File: config.mk
export PLATFORM = sky130hd
export DESIGN_NAME = tcs_clock_source
export DESIGN_NICKNAME = d
export VERILOG_FILES = /design/src/tcs_pkg.sv /design/src/tcs_clock_source.sv
export VERILOG_INCLUDE_DIRS = /design/src
export SDC_FILE = /design/constraint.sdc
export NUM_CORES = 1
export LEC_CHECK = 0
export ABC_CLOCK_PERIOD_IN_PS = 2080
export BUFFER_PORTS_ARGS = -buffer_cell sky130_fd_sc_hd__buf_2
export CELL_PAD_IN_SITES_DETAIL_PLACEMENT = 1
export CELL_PAD_IN_SITES_GLOBAL_PLACEMENT = 1
export CORE_MARGIN = 2
export CORE_UTILIZATION = 35
export CTS_CLUSTER_DIAMETER = 150
export DETAILED_ROUTE_END_ITERATION = 7
export PLACE_DENSITY = 0.73
export SYNTH_ARGS = -nofsm -noshare
export SYNTH_HDL_FRONTEND = slang
export SYNTH_SLANG_ARGS = --single-unit
File: constraint.sdc
create_clock -name i_sys_clk -period 2.08 [get_ports i_sys_clk]
set_input_delay 0 -clock i_sys_clk [delete_from_list [all_inputs] [get_ports i_sys_clk]]
set_output_delay 0 -clock i_sys_clk [all_outputs]
set_load 0.1 [all_outputs]
File: src/tcs_regs.svh
// Register offsets, field positions, reset values and timing counts for the timer clock source
`ifndef TCS_REGS_SVH
`define TCS_REGS_SVH
`define TCS_CTRL_DATA_OFS   8'h43
`define TCS_IO_BIAS         8'h20
`define TCS_CTRL_IO_OFS     8'h23
`define TCS_CTRL_RESET      8'h00
`define TCS_BIT_HOLD        7
`define TCS_BIT_ASYNC_RST   1
`define TCS_BIT_SHARED_RST  0
`define TCS_CS_OFF          3'h0
`define TCS_CS_DIRECT       3'h1
`define TCS_CS_DIV8         3'h2
`define TCS_CS_DIV64        3'h3
`define TCS_CS_DIV256       3'h4
`define TCS_CS_DIV1024      3'h5
`define TCS_CS_EXT_FALL     3'h6
`define TCS_CS_EXT_RISE     3'h7
`define TCS_PRESCALE_W      10
`define TCS_ASYNC_RST_CYC   4'h3
`endif

File: src/tcs_pkg.sv
// Types shared by the timer clock source block
`default_nettype none
package tcs_pkg;
	// One register bus access
	typedef struct packed {
		logic       wr;
		logic       rd;
		logic       io_space;
		logic [7:0] addr;
		logic [7:0] wdata;
	} tcs_bus_t;
	// Progress of an async prescaler reset
	typedef enum logic [1:0] {TCS_IDLE, TCS_WAIT_ASYNC} tcs_async_state_t;
endpackage : tcs_pkg
`default_nettype wire

File: src/tcs_clock_source.sv
// Timer clock source: external pin sync, edge detect, prescaler and reset control
`timescale 1ns/1ns
`default_nettype none
`include "tcs_regs.svh"

// Notes on behaviour
// - Count pin synchronised each clock, then edge-detected
// - Select 7 rising edge, 6 falling edge
// - Pin edge to count enable within 2-3 cycles
// - Capture on rising clock edge only
// - External pulses bypass prescaler taps
// - Hold mode keeps written prescaler resets
// - Hold mode cleared clears both resets
// - Async reset bit clears itself normally
// - Async reset reads one until done
// - Shared reset bit clears itself normally
// - Register at data 0x43 and I/O 0x23
// - Async select picks crystal oscillator
// - No select means no timer pulses
// - Select 1 direct, 2-5 prescaler taps
// - Shared prescaler runs freely
module tcs_clock_source (
	input  wire logic             i_sys_clk,        // System clock 250 MHz
	input  wire logic             i_rst_n,          // Synchronous reset, low
	input  wire tcs_pkg::tcs_bus_t i_bus,           // Register access
	output logic [7:0]            o_rdata,          // Read data
	output logic                  o_hit,            // Access addressed this register
	input  wire logic [2:0]       i_clock_select_field, // Timer clock select
	input  wire logic             i_external_count_pin, // Asynchronous count pin
	input  wire logic             i_async_oscillator_select, // Async timer source
	input  wire logic             i_async_tick,     // Crystal domain tick, synchronised
	output logic                  o_timer_count_pulse, // Count enable, one cycle
	output logic                  o_async_count_pulse, // Async timer count enable
	output logic                  o_shared_prescaler_reset, // Shared prescaler held
	output logic                  o_async_prescaler_reset   // Async prescaler held
);
	//--------------------------------------------------------------
	// Register decode
	//--------------------------------------------------------------
	logic       wr_hit;
	logic       hold_mode;
	logic       async_rst;
	logic       shared_rst;
	logic [3:0] async_cnt;
	logic [9:0] prescale;
	logic       pin_meta;
	logic       pin_sync;
	logic       pin_prev;
	logic       edge_rise;
	logic       edge_fall;
	logic       tap;
	logic       next_pulse;

	// Address match in either space
	// dual address decode
	function automatic logic addr_match(input tcs_pkg::tcs_bus_t b);
		addr_match = b.io_space ? (b.addr == `TCS_CTRL_IO_OFS)
			: (b.addr == `TCS_CTRL_DATA_OFS);
	endfunction : addr_match

	assign o_hit  = (i_bus.wr | i_bus.rd) & addr_match(i_bus);
	assign wr_hit = i_bus.wr & addr_match(i_bus);

	// Read back control and live reset state, registered so data comes from flops
	always_ff @(posedge i_sys_clk) begin
		if (!i_rst_n) begin
			o_rdata <= `TCS_CTRL_RESET;
		end else begin
			o_rdata                      <= 8'h00;
			o_rdata[`TCS_BIT_HOLD]       <= hold_mode;
			o_rdata[`TCS_BIT_ASYNC_RST]  <= async_rst;
			o_rdata[`TCS_BIT_SHARED_RST] <= shared_rst;
		end
	end

	//--------------------------------------------------------------
	// Control bits
	//--------------------------------------------------------------
	always_ff @(posedge i_sys_clk) begin
		if (!i_rst_n) begin
			hold_mode <= 1'b0;
		end else if (wr_hit) begin
			hold_mode <= i_bus.wdata[`TCS_BIT_HOLD];
		end
	end

	// shared reset self clears unless held
	// held bits kept in hold mode
	always_ff @(posedge i_sys_clk) begin
		if (!i_rst_n) begin
			shared_rst <= 1'b0;
		end else if (wr_hit) begin
			shared_rst <= i_bus.wdata[`TCS_BIT_HOLD] & i_bus.wdata[`TCS_BIT_SHARED_RST];
		end else if (!hold_mode) begin
			shared_rst <= 1'b0;
		end
	end

	// async reset self clears unless held
	// stays set while async reset runs
	always_ff @(posedge i_sys_clk) begin
		if (!i_rst_n) begin
			async_rst <= 1'b0;
			async_cnt <= 4'h0;
		end else if (wr_hit) begin
			async_rst <= i_bus.wdata[`TCS_BIT_ASYNC_RST]
				& (i_bus.wdata[`TCS_BIT_HOLD] | i_async_oscillator_select);
			async_cnt <= (i_bus.wdata[`TCS_BIT_ASYNC_RST] & i_async_oscillator_select)
				? `TCS_ASYNC_RST_CYC : 4'h0;
		end else if (async_cnt != 4'h0) begin
			if (i_async_tick) begin
				async_cnt <= async_cnt - 4'h1;
			end
		end else if (!hold_mode) begin
			async_rst <= 1'b0;
		end
	end

	assign o_shared_prescaler_reset = shared_rst | (wr_hit & i_bus.wdata[`TCS_BIT_SHARED_RST]);
	assign o_async_prescaler_reset  = async_rst | (wr_hit & i_bus.wdata[`TCS_BIT_ASYNC_RST]);

	//--------------------------------------------------------------
	// Free-running shared prescaler
	//--------------------------------------------------------------
	// free running, only reset clears it
	always_ff @(posedge i_sys_clk) begin
		if (!i_rst_n || o_shared_prescaler_reset) begin
			prescale <= 10'h000;
		end else begin
			prescale <= prescale + 10'h001;
		end
	end

	//--------------------------------------------------------------
	// Pin synchroniser and edge detector
	//--------------------------------------------------------------
	// two-flop sync then edge detect
	// all stages on rising clock edge
	always_ff @(posedge i_sys_clk) begin
		if (!i_rst_n) begin
			pin_meta <= 1'b0;
			pin_sync <= 1'b0;
			pin_prev <= 1'b0;
		end else begin
			pin_meta <= i_external_count_pin;
			pin_sync <= pin_meta;
			pin_prev <= pin_sync;
		end
	end

	assign edge_rise = pin_sync & ~pin_prev;
	assign edge_fall = ~pin_sync & pin_prev;

	// Prescaler tap selection, terminal count of each divisor
	// direct and divided taps
	always_comb begin
		case (i_clock_select_field)
			`TCS_CS_OFF:      tap = 1'b0;
			`TCS_CS_DIRECT:   tap = 1'b1;
			`TCS_CS_DIV8:     tap = (prescale[2:0] == 3'h7);
			`TCS_CS_DIV64:    tap = (prescale[5:0] == 6'h3f);
			`TCS_CS_DIV256:   tap = (prescale[7:0] == 8'hff);
			`TCS_CS_DIV1024:  tap = (prescale == 10'h3ff);
			`TCS_CS_EXT_FALL: tap = edge_fall;
			`TCS_CS_EXT_RISE: tap = edge_rise;
			default:          tap = 1'b0;
		endcase
		next_pulse = tap;
	end

	// pin edge to enable within three cycles
	always_ff @(posedge i_sys_clk) begin
		if (!i_rst_n) begin
			o_timer_count_pulse <= 1'b0;
		end else begin
			o_timer_count_pulse <= next_pulse & ~o_shared_prescaler_reset;
		end
	end

	// async timer from crystal or system clock
	always_ff @(posedge i_sys_clk) begin
		if (!i_rst_n) begin
			o_async_count_pulse <= 1'b0;
		end else begin
			o_async_count_pulse <= ~o_async_prescaler_reset
				& (i_async_oscillator_select ? i_async_tick : 1'b1);
		end
	end

	//--------------------------------------------------------------
	// Checks
	//--------------------------------------------------------------
	a_rise_pulse: assert property (@(posedge i_sys_clk) disable iff (!i_rst_n)
		(i_clock_select_field == `TCS_CS_EXT_RISE) && edge_rise && !o_shared_prescaler_reset
		|=> o_timer_count_pulse) else $error("rising edge missed");
	a_off_quiet: assert property (@(posedge i_sys_clk) disable iff (!i_rst_n)
		$past(i_clock_select_field) == `TCS_CS_OFF |-> !o_timer_count_pulse)
		else $error("pulse with source off");
	a_pulse_single: assert property (@(posedge i_sys_clk) disable iff (!i_rst_n)
		o_timer_count_pulse && i_clock_select_field[2:1] == 2'b11 |=> !o_timer_count_pulse)
		else $error("external pulse too long");
	a_shared_clear: assert property (@(posedge i_sys_clk) disable iff (!i_rst_n)
		!hold_mode && !wr_hit |=> !shared_rst) else $error("shared reset stuck");
	a_hold_keep: assert property (@(posedge i_sys_clk) disable iff (!i_rst_n)
		hold_mode && !wr_hit && shared_rst |=> shared_rst) else $error("hold lost");
	a_release_sync: assert property (@(posedge i_sys_clk) disable iff (!i_rst_n)
		wr_hit && !i_bus.wdata[`TCS_BIT_HOLD] |=> !shared_rst ##1 !shared_rst)
		else $error("no release");
	a_prescale_run: assert property (@(posedge i_sys_clk) disable iff (!i_rst_n)
		!o_shared_prescaler_reset |=> prescale == $past(prescale) + 10'h001)
		else $error("prescaler stalled");
	a_async_hold: assert property (@(posedge i_sys_clk) disable iff (!i_rst_n)
		async_cnt != 4'h0 |-> async_rst) else $error("async reset read early");
	c_rise: cover property (@(posedge i_sys_clk) edge_rise ##3 o_timer_count_pulse);
	c_hold: cover property (@(posedge i_sys_clk) hold_mode && shared_rst);
	c_async: cover property (@(posedge i_sys_clk) async_cnt == `TCS_ASYNC_RST_CYC);
endmodule : tcs_clock_source
`default_nettype wire

# [After elaboration in Yosys (flattened, before gate mapping)]
# Index checks and enable logic that the tools add are counted.
[classes] add_sub_neg=2 eq_ne=15 n_mux=11 n_bitwise=19 n_reduce_logical=8
[op_table] operator="3-bit == test, second input constant" n=5
[op_table] operator="4-bit two-way mux" n=3
[op_table] operator="1-bit AND" n=11
[op_table] operator="10-bit by 1-bit adder with 10-bit output, second input constant" n=1
[op_table] operator="10-bit == test, second input constant" n=1
[op_table] operator="8-bit by 6-bit == test with 1-bit output, second input constant" n=1
[op_table] operator="8-bit by 7-bit == test with 1-bit output, second input constant" n=1
[op_table] operator="8-bit == test, second input constant" n=1
[op_table] operator="1-bit case mux with 8 select lines" n=1
[op_table] operator="3-bit by 2-bit == test with 1-bit output, second input constant" n=2
[op_table] operator="6-bit == test, second input constant" n=1
[op_table] operator="1-bit two-way mux" n=6
[op_table] operator="2-bit inequality test, second input constant" n=2
[op_table] operator="1-bit NOT" n=4
[op_table] operator="1-bit bitwise OR" n=4
[op_table] operator="2-bit AND reduction" n=2
[op_table] operator="2-bit nonzero test" n=2
[op_table] operator="4-bit nonzero test" n=1
[op_table] operator="4-bit by 1-bit subtractor with 4-bit output, second input constant" n=1
[op_table] operator="3-bit by 1-bit == test with 1-bit output, second input constant" n=1
[op_table] operator="3-bit logical NOT" n=1
[op_table] operator="2-bit two-way mux" n=1
[op_table] operator="1-bit logical NOT" n=1
[op_table] operator="1-bit logical OR" n=1
[totals] regBits=30 inputBits=27 out_inout_bits=13

# [Longest topological paths before layout]
# Gate-level depths: netlist of the first run.
[logic_depth] ltp_word=7 depth_mapped=7 mapped_depth_nobuf=6

# [Least setup slack after synthesis of the first run]
# OpenSTA, ideal clock, no wires.
[synth_path] path_type="input-to-output" start="input port i_bus[10] in the netlist's numbering" end="output port o_hit" arrival_ps=1634 required_time_ps=2080 slack_ps=446 cell_stages=3 n_path_buf=0 cell_sequence="and4bb_2 -> o211ai_1 -> nor2_1"
[synth_between] elab_chain_cells=3
[synth_rtl] item="start: declaration" line_no="tcs_clock_source.sv:25" rtl="input wire tcs_pkg::tcs_bus_t i_bus,"
[synth_rtl] item="8-bit by 7-bit == test with 1-bit output (no line) / 8-bit by 6-bit == test with 1-bit output (equally long branches)"
[synth_rtl] item="1-bit two-way mux *" line_no="tcs_clock_source.sv:57" rtl="addr_match = b.io_space ? (b.addr == `TCS_CTRL_IO_OFS)"
[synth_rtl] item="1-bit AND *" line_no="tcs_clock_source.sv:61" rtl="assign o_hit = (i_bus.wr | i_bus.rd) & addr_match(i_bus);"
[synth_rtl] item="end: declaration" line_no="tcs_clock_source.sv:27" rtl="output logic o_hit,"
# Mark *: on every way between the ends. The rest lies on a longest branch, timed or not.

# [Final worst setup path of the first run]
[layout_path] start="register async_cnt[0]" end="register async_cnt[1]"
[layout_between] elab_chain_cells=4
[layout_rtl] item="start: declaration" line_no="tcs_clock_source.sv:44" rtl="logic [3:0] async_cnt;"
[layout_rtl] item="start signal: assignment" line_no="tcs_clock_source.sv:108" rtl="async_cnt <= (i_bus.wdata[`TCS_BIT_ASYNC_RST] & i_async_oscillator_select)"
[layout_rtl] item="start signal: assignment" line_no="tcs_clock_source.sv:112" rtl="async_cnt <= async_cnt - 4'h1;"
[layout_rtl] item="4-bit by 1-bit subtractor with 4-bit output" line_no="tcs_clock_source.sv:112"
[layout_rtl] item="4-bit two-way mux" line_no="tcs_clock_source.sv:111" rtl="if (i_async_tick) begin"
[layout_rtl] item="4-bit two-way mux" line_no="tcs_clock_source.sv:110" rtl="end else if (async_cnt != 4'h0) begin"
[layout_rtl] item="4-bit two-way mux" line_no="tcs_clock_source.sv:105" rtl="end else if (wr_hit) begin"
# Parallel ways exist; a longest one is shown, timed or not. The select of a mux whose other input is x is not followed.
# A chain may end at the register's enable or synchronous reset.

==> results of run 1 <==
==> synth_stat cells (2+ instances only) <==
master | count | share of area
buf_4 | 6 | 0.039
and4_1 | 2 | 0.015
nand3_1 | 7 | 0.030
xor2_1 | 5 | 0.038
a21o_1 | 3 | 0.019
nand2_1 | 8 | 0.026
a21oi_1 | 7 | 0.030
nor2_1 | 17 | 0.055
xnor2_1 | 5 | 0.038
and2_1 | 6 | 0.032
ha_1 | 4 | 0.043
inv_1 | 5 | 0.016
o211ai_1 | 2 | 0.013
nand2b_1 | 3 | 0.016
dfxtp_1 | 25 | 0.43
nor3_1 | 4 | 0.017
==> how the worst min path moves through the flow <==
stage,end,slack (ns),cells past startpoint
global placement,pin_meta,0.22,2
detailed placement,pin_meta,0.21,2
finish,o_timer_count_pulse,0.02,3
floorplan,pin_meta,0.12,1
CTS,o_timer_count_pulse,0.009,3
global route,o_timer_count_pulse,0.03,3
==> sequential cells by signal, summed over array words and instances, names as in the netlist <==
signal,flops
async_rst,1
async_cnt,4
o_timer_count_pulse,1
shared_rst,1
o_rdata,3
prescale,10
o_async_count_pulse,1
pin_prev,1
pin_meta,1
hold_mode,1
pin_sync,1
==> tightest hold or removal path, cell delays in order <==
cell	delay, ns
buf_2	0.11
a32oi_1	0.09
a21oi_1	0.11
==> metal layers <==
metal / routed length [um] / share of wire / vias to the layer above / global-route usage
met4: 15 / 0.0062 / 0 / 0.0365
met1: 1100 / 0.45 / 484 / 0.177
met5: 0 / 0 / - / 0
li1: - / - / 511 / -
met3: 100 / 0.041 / 2 / 0.0315
met2: 1210 / 0.50 / 23 / 0.247
==> where the power goes <==
group | switching (mW) | total [mW] | internal, mW
sequential | 0.0321 | 0.555 | 0.523
combinational | 0.191 | 0.328 | 0.136
clock | 0.157 | 0.235 | 0.0782
total | 0.380 | 1.12 | 0.738
==> logic make-up after synthesis <==
logic type                 count (synthesis)  synth area share
xor gates and xnor gates                  10            0.0755
other                                      1           0.00323
AOI/OAI and AO/OA                         19             0.112
muxes                                      2            0.0183
buffers and inverters                     13            0.0690
DFF                                       25             0.431
adders and majority gates                  4            0.0432
and+or+nand+nor                           55             0.247
==> stage by stage <==
step | hold WS, ns | instance area, um2
finish | 0.0153 | 1460
global route | 0.0297 | 1460
CTS | 0.00928 | 1460
detailed placement | 0.214 | 1310
global placement | 0.218 | 1310
floorplan | 0.122 | 1170
==> timing repair <==
action / CTS / global route
setup buffers: 0 / 0
resized for setup: 0 / 0
hold buffers: 11 / 0
hold endpoints to repair: 14 / 0
==> final cells by class <==
class / count / area (um2)
sequential: 25 / 500
timing repair buffer: 40 / 255
clock inverter: 1 / 8.76
inverter: 5 / 18.8
multi-input combinational: 95 / 594
tap: 44 / 55.1
fill: 415 / 1650
clock buffer: 3 / 22.5
==> flow_metrics.env, run 1 <==
export IMPL_cp_max_fo=6
export IMPL_max_stage_delay_ns=0.45
export IMPL_setup_viol=0
export IMPL_finalHoldViolations=0
export IMPL_routed_via_density=4.79
export IMPL_r2r_slack_ns=0.50
export IMPL_drc_errors=0
export IMPL_cp_top_family="compound AO/OA/AOI/OAI gates"
export IMPL_h_tree_depth=1
export IMPL_path_clk_slew_ns=0.15
export IMPL_pre_cts_ws_ns=0.501
export IMPL_cp_endpoint="async_cnt[1]"
export IMPL_dp_hpwl_um=1840
export IMPL_grt_max_degree=17
export IMPL_crit_chain="inv_1, ha_1, or3b_1, a311o_1, a21oi_1"
export IMPL_area_delta_synth_final_pct=25.5
export IMPL_grt_first_pass_wirelength_um=4050
export IMPL_worstSetupEndpointType="register"
export IMPL_num_antenna_cells=0
export IMPL_synth_cell_area_um2=1160
export IMPL_grt_use_total=0.142
export IMPL_startpoint="async_cnt[0]"
export IMPL_setup_ws_ns=0.498
export IMPL_drv_slew=0
export IMPL_power_density_nw_per_um2=768
export IMPL_ant_nets=0
export IMPL_cts_made_buffers=3
export IMPL_dr_pass1_iters=2
export IMPL_hp_start="i_clock_select_field[1]"
export IMPL_crit_slowest_cell="or3b_1"
export IMPL_grt_ovfl_total=0
export IMPL_path_buf_inv=1
export IMPL_crit_required_ns=2.35
export IMPL_io_pins=40
export IMPL_timing_rr_start="async_cnt[0]"
export IMPL_ys_types=36
export IMPL_placed_cells=198
export IMPL_cts_tree="done"
export IMPL_most_common_layout_cells="buf_2, dfxtp_1, nor2_1"
export IMPL_routed_via_count=1020
export IMPL_ys_ff_latch=25
export IMPL_ys_warn_count=0
export IMPL_cts_root_buffer="clkbuf_4"
export IMPL_yosysSeqAreaShare=0.431
export IMPL_fin_crit_sh=0.760
export IMPL_first_global_vias=942
export IMPL_irDropWorstVdd_mv=0.501
export IMPL_start_kind="register"
export IMPL_cp_depth=5
export IMPL_synth_edf_count=0
export IMPL_final_layout_size_suffix_gt1_frac=0.213
export IMPL_clock_latency_ns=0.32
export IMPL_netlist_instances=129
export IMPL_skew_ns=0.00959
export IMPL_finalCriticalPeriod_ns=1.58
export IMPL_leakage_nw=0.637
export IMPL_core_area_um2=3100
export IMPL_clock_fmax_mhz=632
export IMPL_setup_tns_final_ns=0
export IMPL_die_w_um=61.6
export IMPL_post_drt_wl_per_cell_um=11.4
export IMPL_hold_class="primary input to register"
export IMPL_dieHeight_um=61.6
export IMPL_gp_congestion=0.701
export IMPL_ys_flop_type="dfxtp_1"
export IMPL_drt_first_iter_violations=8
export IMPL_synth_area_per_cell_um2=8.99
export IMPL_rsz0062_at_grt="no"
export IMPL_dieArea_um2=3790
export IMPL_worstSetupPathType="register to register"
export IMPL_start_util=0.374
export IMPL_status="finished, final reports clean"
export IMPL_nets=201
export IMPL_portBuffers=29
export IMPL_finalPower_mw=1.12
export IMPL_synth_async_reset_ratio=0
export IMPL_std_cell_rows=20
export IMPL_cts_sink_count=25
export IMPL_final_cell_count_no_fill=213
export IMPL_antenna_found_initial=0
export IMPL_r2r_end="async_cnt[1]"
export IMPL_cts_buffer_depth=2
export IMPL_worstPathArrival_ns=1.85
export IMPL_finalWirelength_um=2430
export IMPL_mostFrequentLayoutCell="buf_2"
export IMPL_final_util=0.469
export IMPL_maxCapViolCount=0
export IMPL_worstRegToRegCells=5
(Power assumes the default switching activity.)
==> inputs of run 2 (changes only) <==
--- a/config.mk
+++ b/config.mk
@@ -6,7 +6,7 @@
 export SDC_FILE = /design/constraint.sdc
 export NUM_CORES = 1
 export LEC_CHECK = 0
-export ABC_CLOCK_PERIOD_IN_PS = 2080
+export ABC_CLOCK_PERIOD_IN_PS = 1700
 export BUFFER_PORTS_ARGS = -buffer_cell sky130_fd_sc_hd__buf_2
 export CELL_PAD_IN_SITES_DETAIL_PLACEMENT = 1
 export CELL_PAD_IN_SITES_GLOBAL_PLACEMENT = 1
==> constraint.sdc (replaced) <==
create_clock -name i_sys_clk -period 1.7 [get_ports i_sys_clk]
set_input_delay 0 -clock i_sys_clk [delete_from_list [all_inputs] [get_ports i_sys_clk]]
set_output_delay 0 -clock i_sys_clk [all_outputs]
set_load 0.1 [all_outputs]
==> run 2 against run 1 <==
  * Sequential cell count is the same
  * Register-to-register slack lost 0.38 ns
  * Non-clock buffer count shrank 1
  * First-iteration DRC count grew to 3.9 times the previous value
  * Clock skew shrank 0.0075 ns
  * Combinational power grew 23%
  * Design area grew 0.95%
==> flow_metrics.env, run 2 (synthesized netlist as in run 1, its figures left out) <==
export IMPL_hp_start="i_clock_select_field[1]"
export IMPL_intPower_mw=0.895
export IMPL_hold_path_end="o_timer_count_pulse"
export IMPL_antenna_found_initial=0
export IMPL_r2r_slack_ns=0.12
export IMPL_die_w_um=61.6
export IMPL_drv_slew=0
export IMPL_irDropWorstVdd_mv=0.620
export IMPL_grt_max_degree=15
export IMPL_timing_rr_start="async_cnt[0]"
export IMPL_largest_reg_flops=10
export IMPL_startpoint="async_cnt[0]"
export IMPL_clock_latency_ns=0.32
export IMPL_std_cell_rows=20
export IMPL_reg_top3="prescale x10, async_cnt x4, o_rdata x3"
export IMPL_hold_depth=3
export IMPL_power_density_nw_per_um2=921
export IMPL_io_pins=40
export IMPL_worstRegToRegCells=5
export IMPL_leakage_nw=0.641
export IMPL_switchingPower_mw=0.458
export IMPL_drc_errors=0
export IMPL_portBuffers=29
export IMPL_place_area_um2=1350
export IMPL_dp_hpwl_um=1920
export IMPL_finalCriticalPeriod_ns=1.58
export IMPL_worstPathArrival_ns=1.85
export IMPL_routed_via_density=4.83
export IMPL_cts_root_buffer="clkbuf_4"
export IMPL_grt_first_pass_wirelength_um=4200
export IMPL_crit_required_ns=1.96
export IMPL_p_sw_frac=0.339
export IMPL_dieHeight_um=61.6
export IMPL_h_tree_depth=1
export IMPL_core_area_um2=3100
export IMPL_clkPwrFrac=0.202
export IMPL_cts_hold_buf=9
export IMPL_top_register="prescale"
export IMPL_setup_viol=0
export IMPL_ctsResizeCount=0
export IMPL_routed_via_count=1024
export IMPL_dieArea_um2=3790
export IMPL_cts_tree="done"
export IMPL_setup_tns_final_ns=0
export IMPL_drt_first_iter_violations=31
export IMPL_status="finished, final reports clean"
export IMPL_rsz0062_at_grt="no"
export IMPL_cts_setup_buffers=0
export IMPL_seqPwrFrac=0.501
export IMPL_maxCapViolCount=0
export IMPL_worstSetupPathType="register to register"
export IMPL_grt_ovfl_total=0
export IMPL_clock_fmax_mhz=631
export IMPL_final_layout_size_suffix_gt1_frac=0.220
export IMPL_mostFrequentLayoutCell="buf_2"
export IMPL_first_global_vias=959
export IMPL_cts_sink_count=25
export IMPL_num_antenna_cells=0
export IMPL_finalWirelength_um=2610
export IMPL_area_delta_synth_final_pct=26.6
export IMPL_fin_crit_sh=0.932
export IMPL_most_common_layout_cells="buf_2, dfxtp_1, nor2_1"
export IMPL_cts_made_buffers=3
export IMPL_nets=200
export IMPL_dr_pass1_iters=4
export IMPL_fin_area_um2=1470
export IMPL_gp_congestion=0.749
export IMPL_skew_ns=0.00206
export IMPL_grt_use_total=0.151
export IMPL_p_comb_frac=0.297
export IMPL_cp_max_fo=6
export IMPL_ant_nets=0
export IMPL_start_util=0.374
export IMPL_worstSetupEndpointType="register"
export IMPL_post_drt_wl_per_cell_um=12.3
export IMPL_path_clk_slew_ns=0.14
export IMPL_cts_buffer_depth=2
export IMPL_hold_class="primary input to register"
export IMPL_start_kind="register"
export IMPL_r2r_end="async_cnt[1]"
export IMPL_finalHoldViolations=0
export IMPL_fillers=393
==> run 2: changes by cell type in the layout (fill, tap and decap cells not counted) <==
cell           previous run  this run
clkinv_2                  0         1
buf_2                    29        27
inv_6                     1         0
buf_12                    0         2
dlygate4sd3_1            11         9
buf_4                     0         1
==> run 2: layout make-up <==
cell class / count / area [um2] / area share
Multi-Input combinational cell: 95 / 594 / 0.405
Clock buffer: 3 / 22.5 / 0.0153
Inverter: 5 / 18.8 / 0.0128
Sequential cell: 25 / 500 / 0.341
Clock inverter: 1 / 5.00 / 0.00341
Tap cell: 44 / 55.1 / 0.0375
Timing Repair Buffer: 39 / 273 / 0.186
==> run 2: worst max-delay path: stages (launching register included) <==
cell     delay [ns]
dfxtp_1        0.35
inv_1          0.08
ha_1           0.13
or3b_1         0.43
a311o_1        0.38
a21oi_1        0.14
==> run 2: how the worst max path moves through the flow <==
stage,to,cells after the start
after floorplan,o_hit,3
after global placement,async_cnt[1],5
after detailed placement,async_cnt[1],5
after CTS,async_cnt[1],5
after global routing,async_cnt[1],5
final,async_cnt[1],5
==> run 2: per-layer routing <==
metal | part of all wire | track usage
met1 | 0.45 | 0.188
met2 | 0.50 | 0.259
met3 | 0.034 | 0.0252
met4 | 0.014 | 0.0638
met5 | 0 | 0
==> run 2: through the flow <==
| step | worst slack (ns) | hold slack (ns) | power (mW) | cells | utilization |
|---|---|---|---|---|---|
| final | 0.115 | 0.0116 | 1.35 | 212 | 0.473 |
| after CTS | 0.111 | 0.00477 | 1.37 | 212 | 0.473 |
| after detailed placement | 0.141 | 0.211 | 1.08 | 199 | 0.435 |
| after global routing | 0.0311 | 0.0666 | 1.44 | 212 | 0.473 |
| after floorplan | 0.0656 | 0.122 | 1.02 | 133 | - |
| after global placement | 0.197 | 0.218 | 1.05 | 199 | 0.435 |
==> run 2: power groups by stage <==
stage | Sequential (mW) | Clock (mW) | Combinational, mW
after detailed placement | 0.692 | 0 | 0.386
after global placement | 0.689 | 0 | 0.362
after floorplan | 0.701 | 0 | 0.316
after global routing | 0.688 | 0.317 | 0.439
final | 0.678 | 0.273 | 0.402
after CTS | 0.680 | 0.292 | 0.403
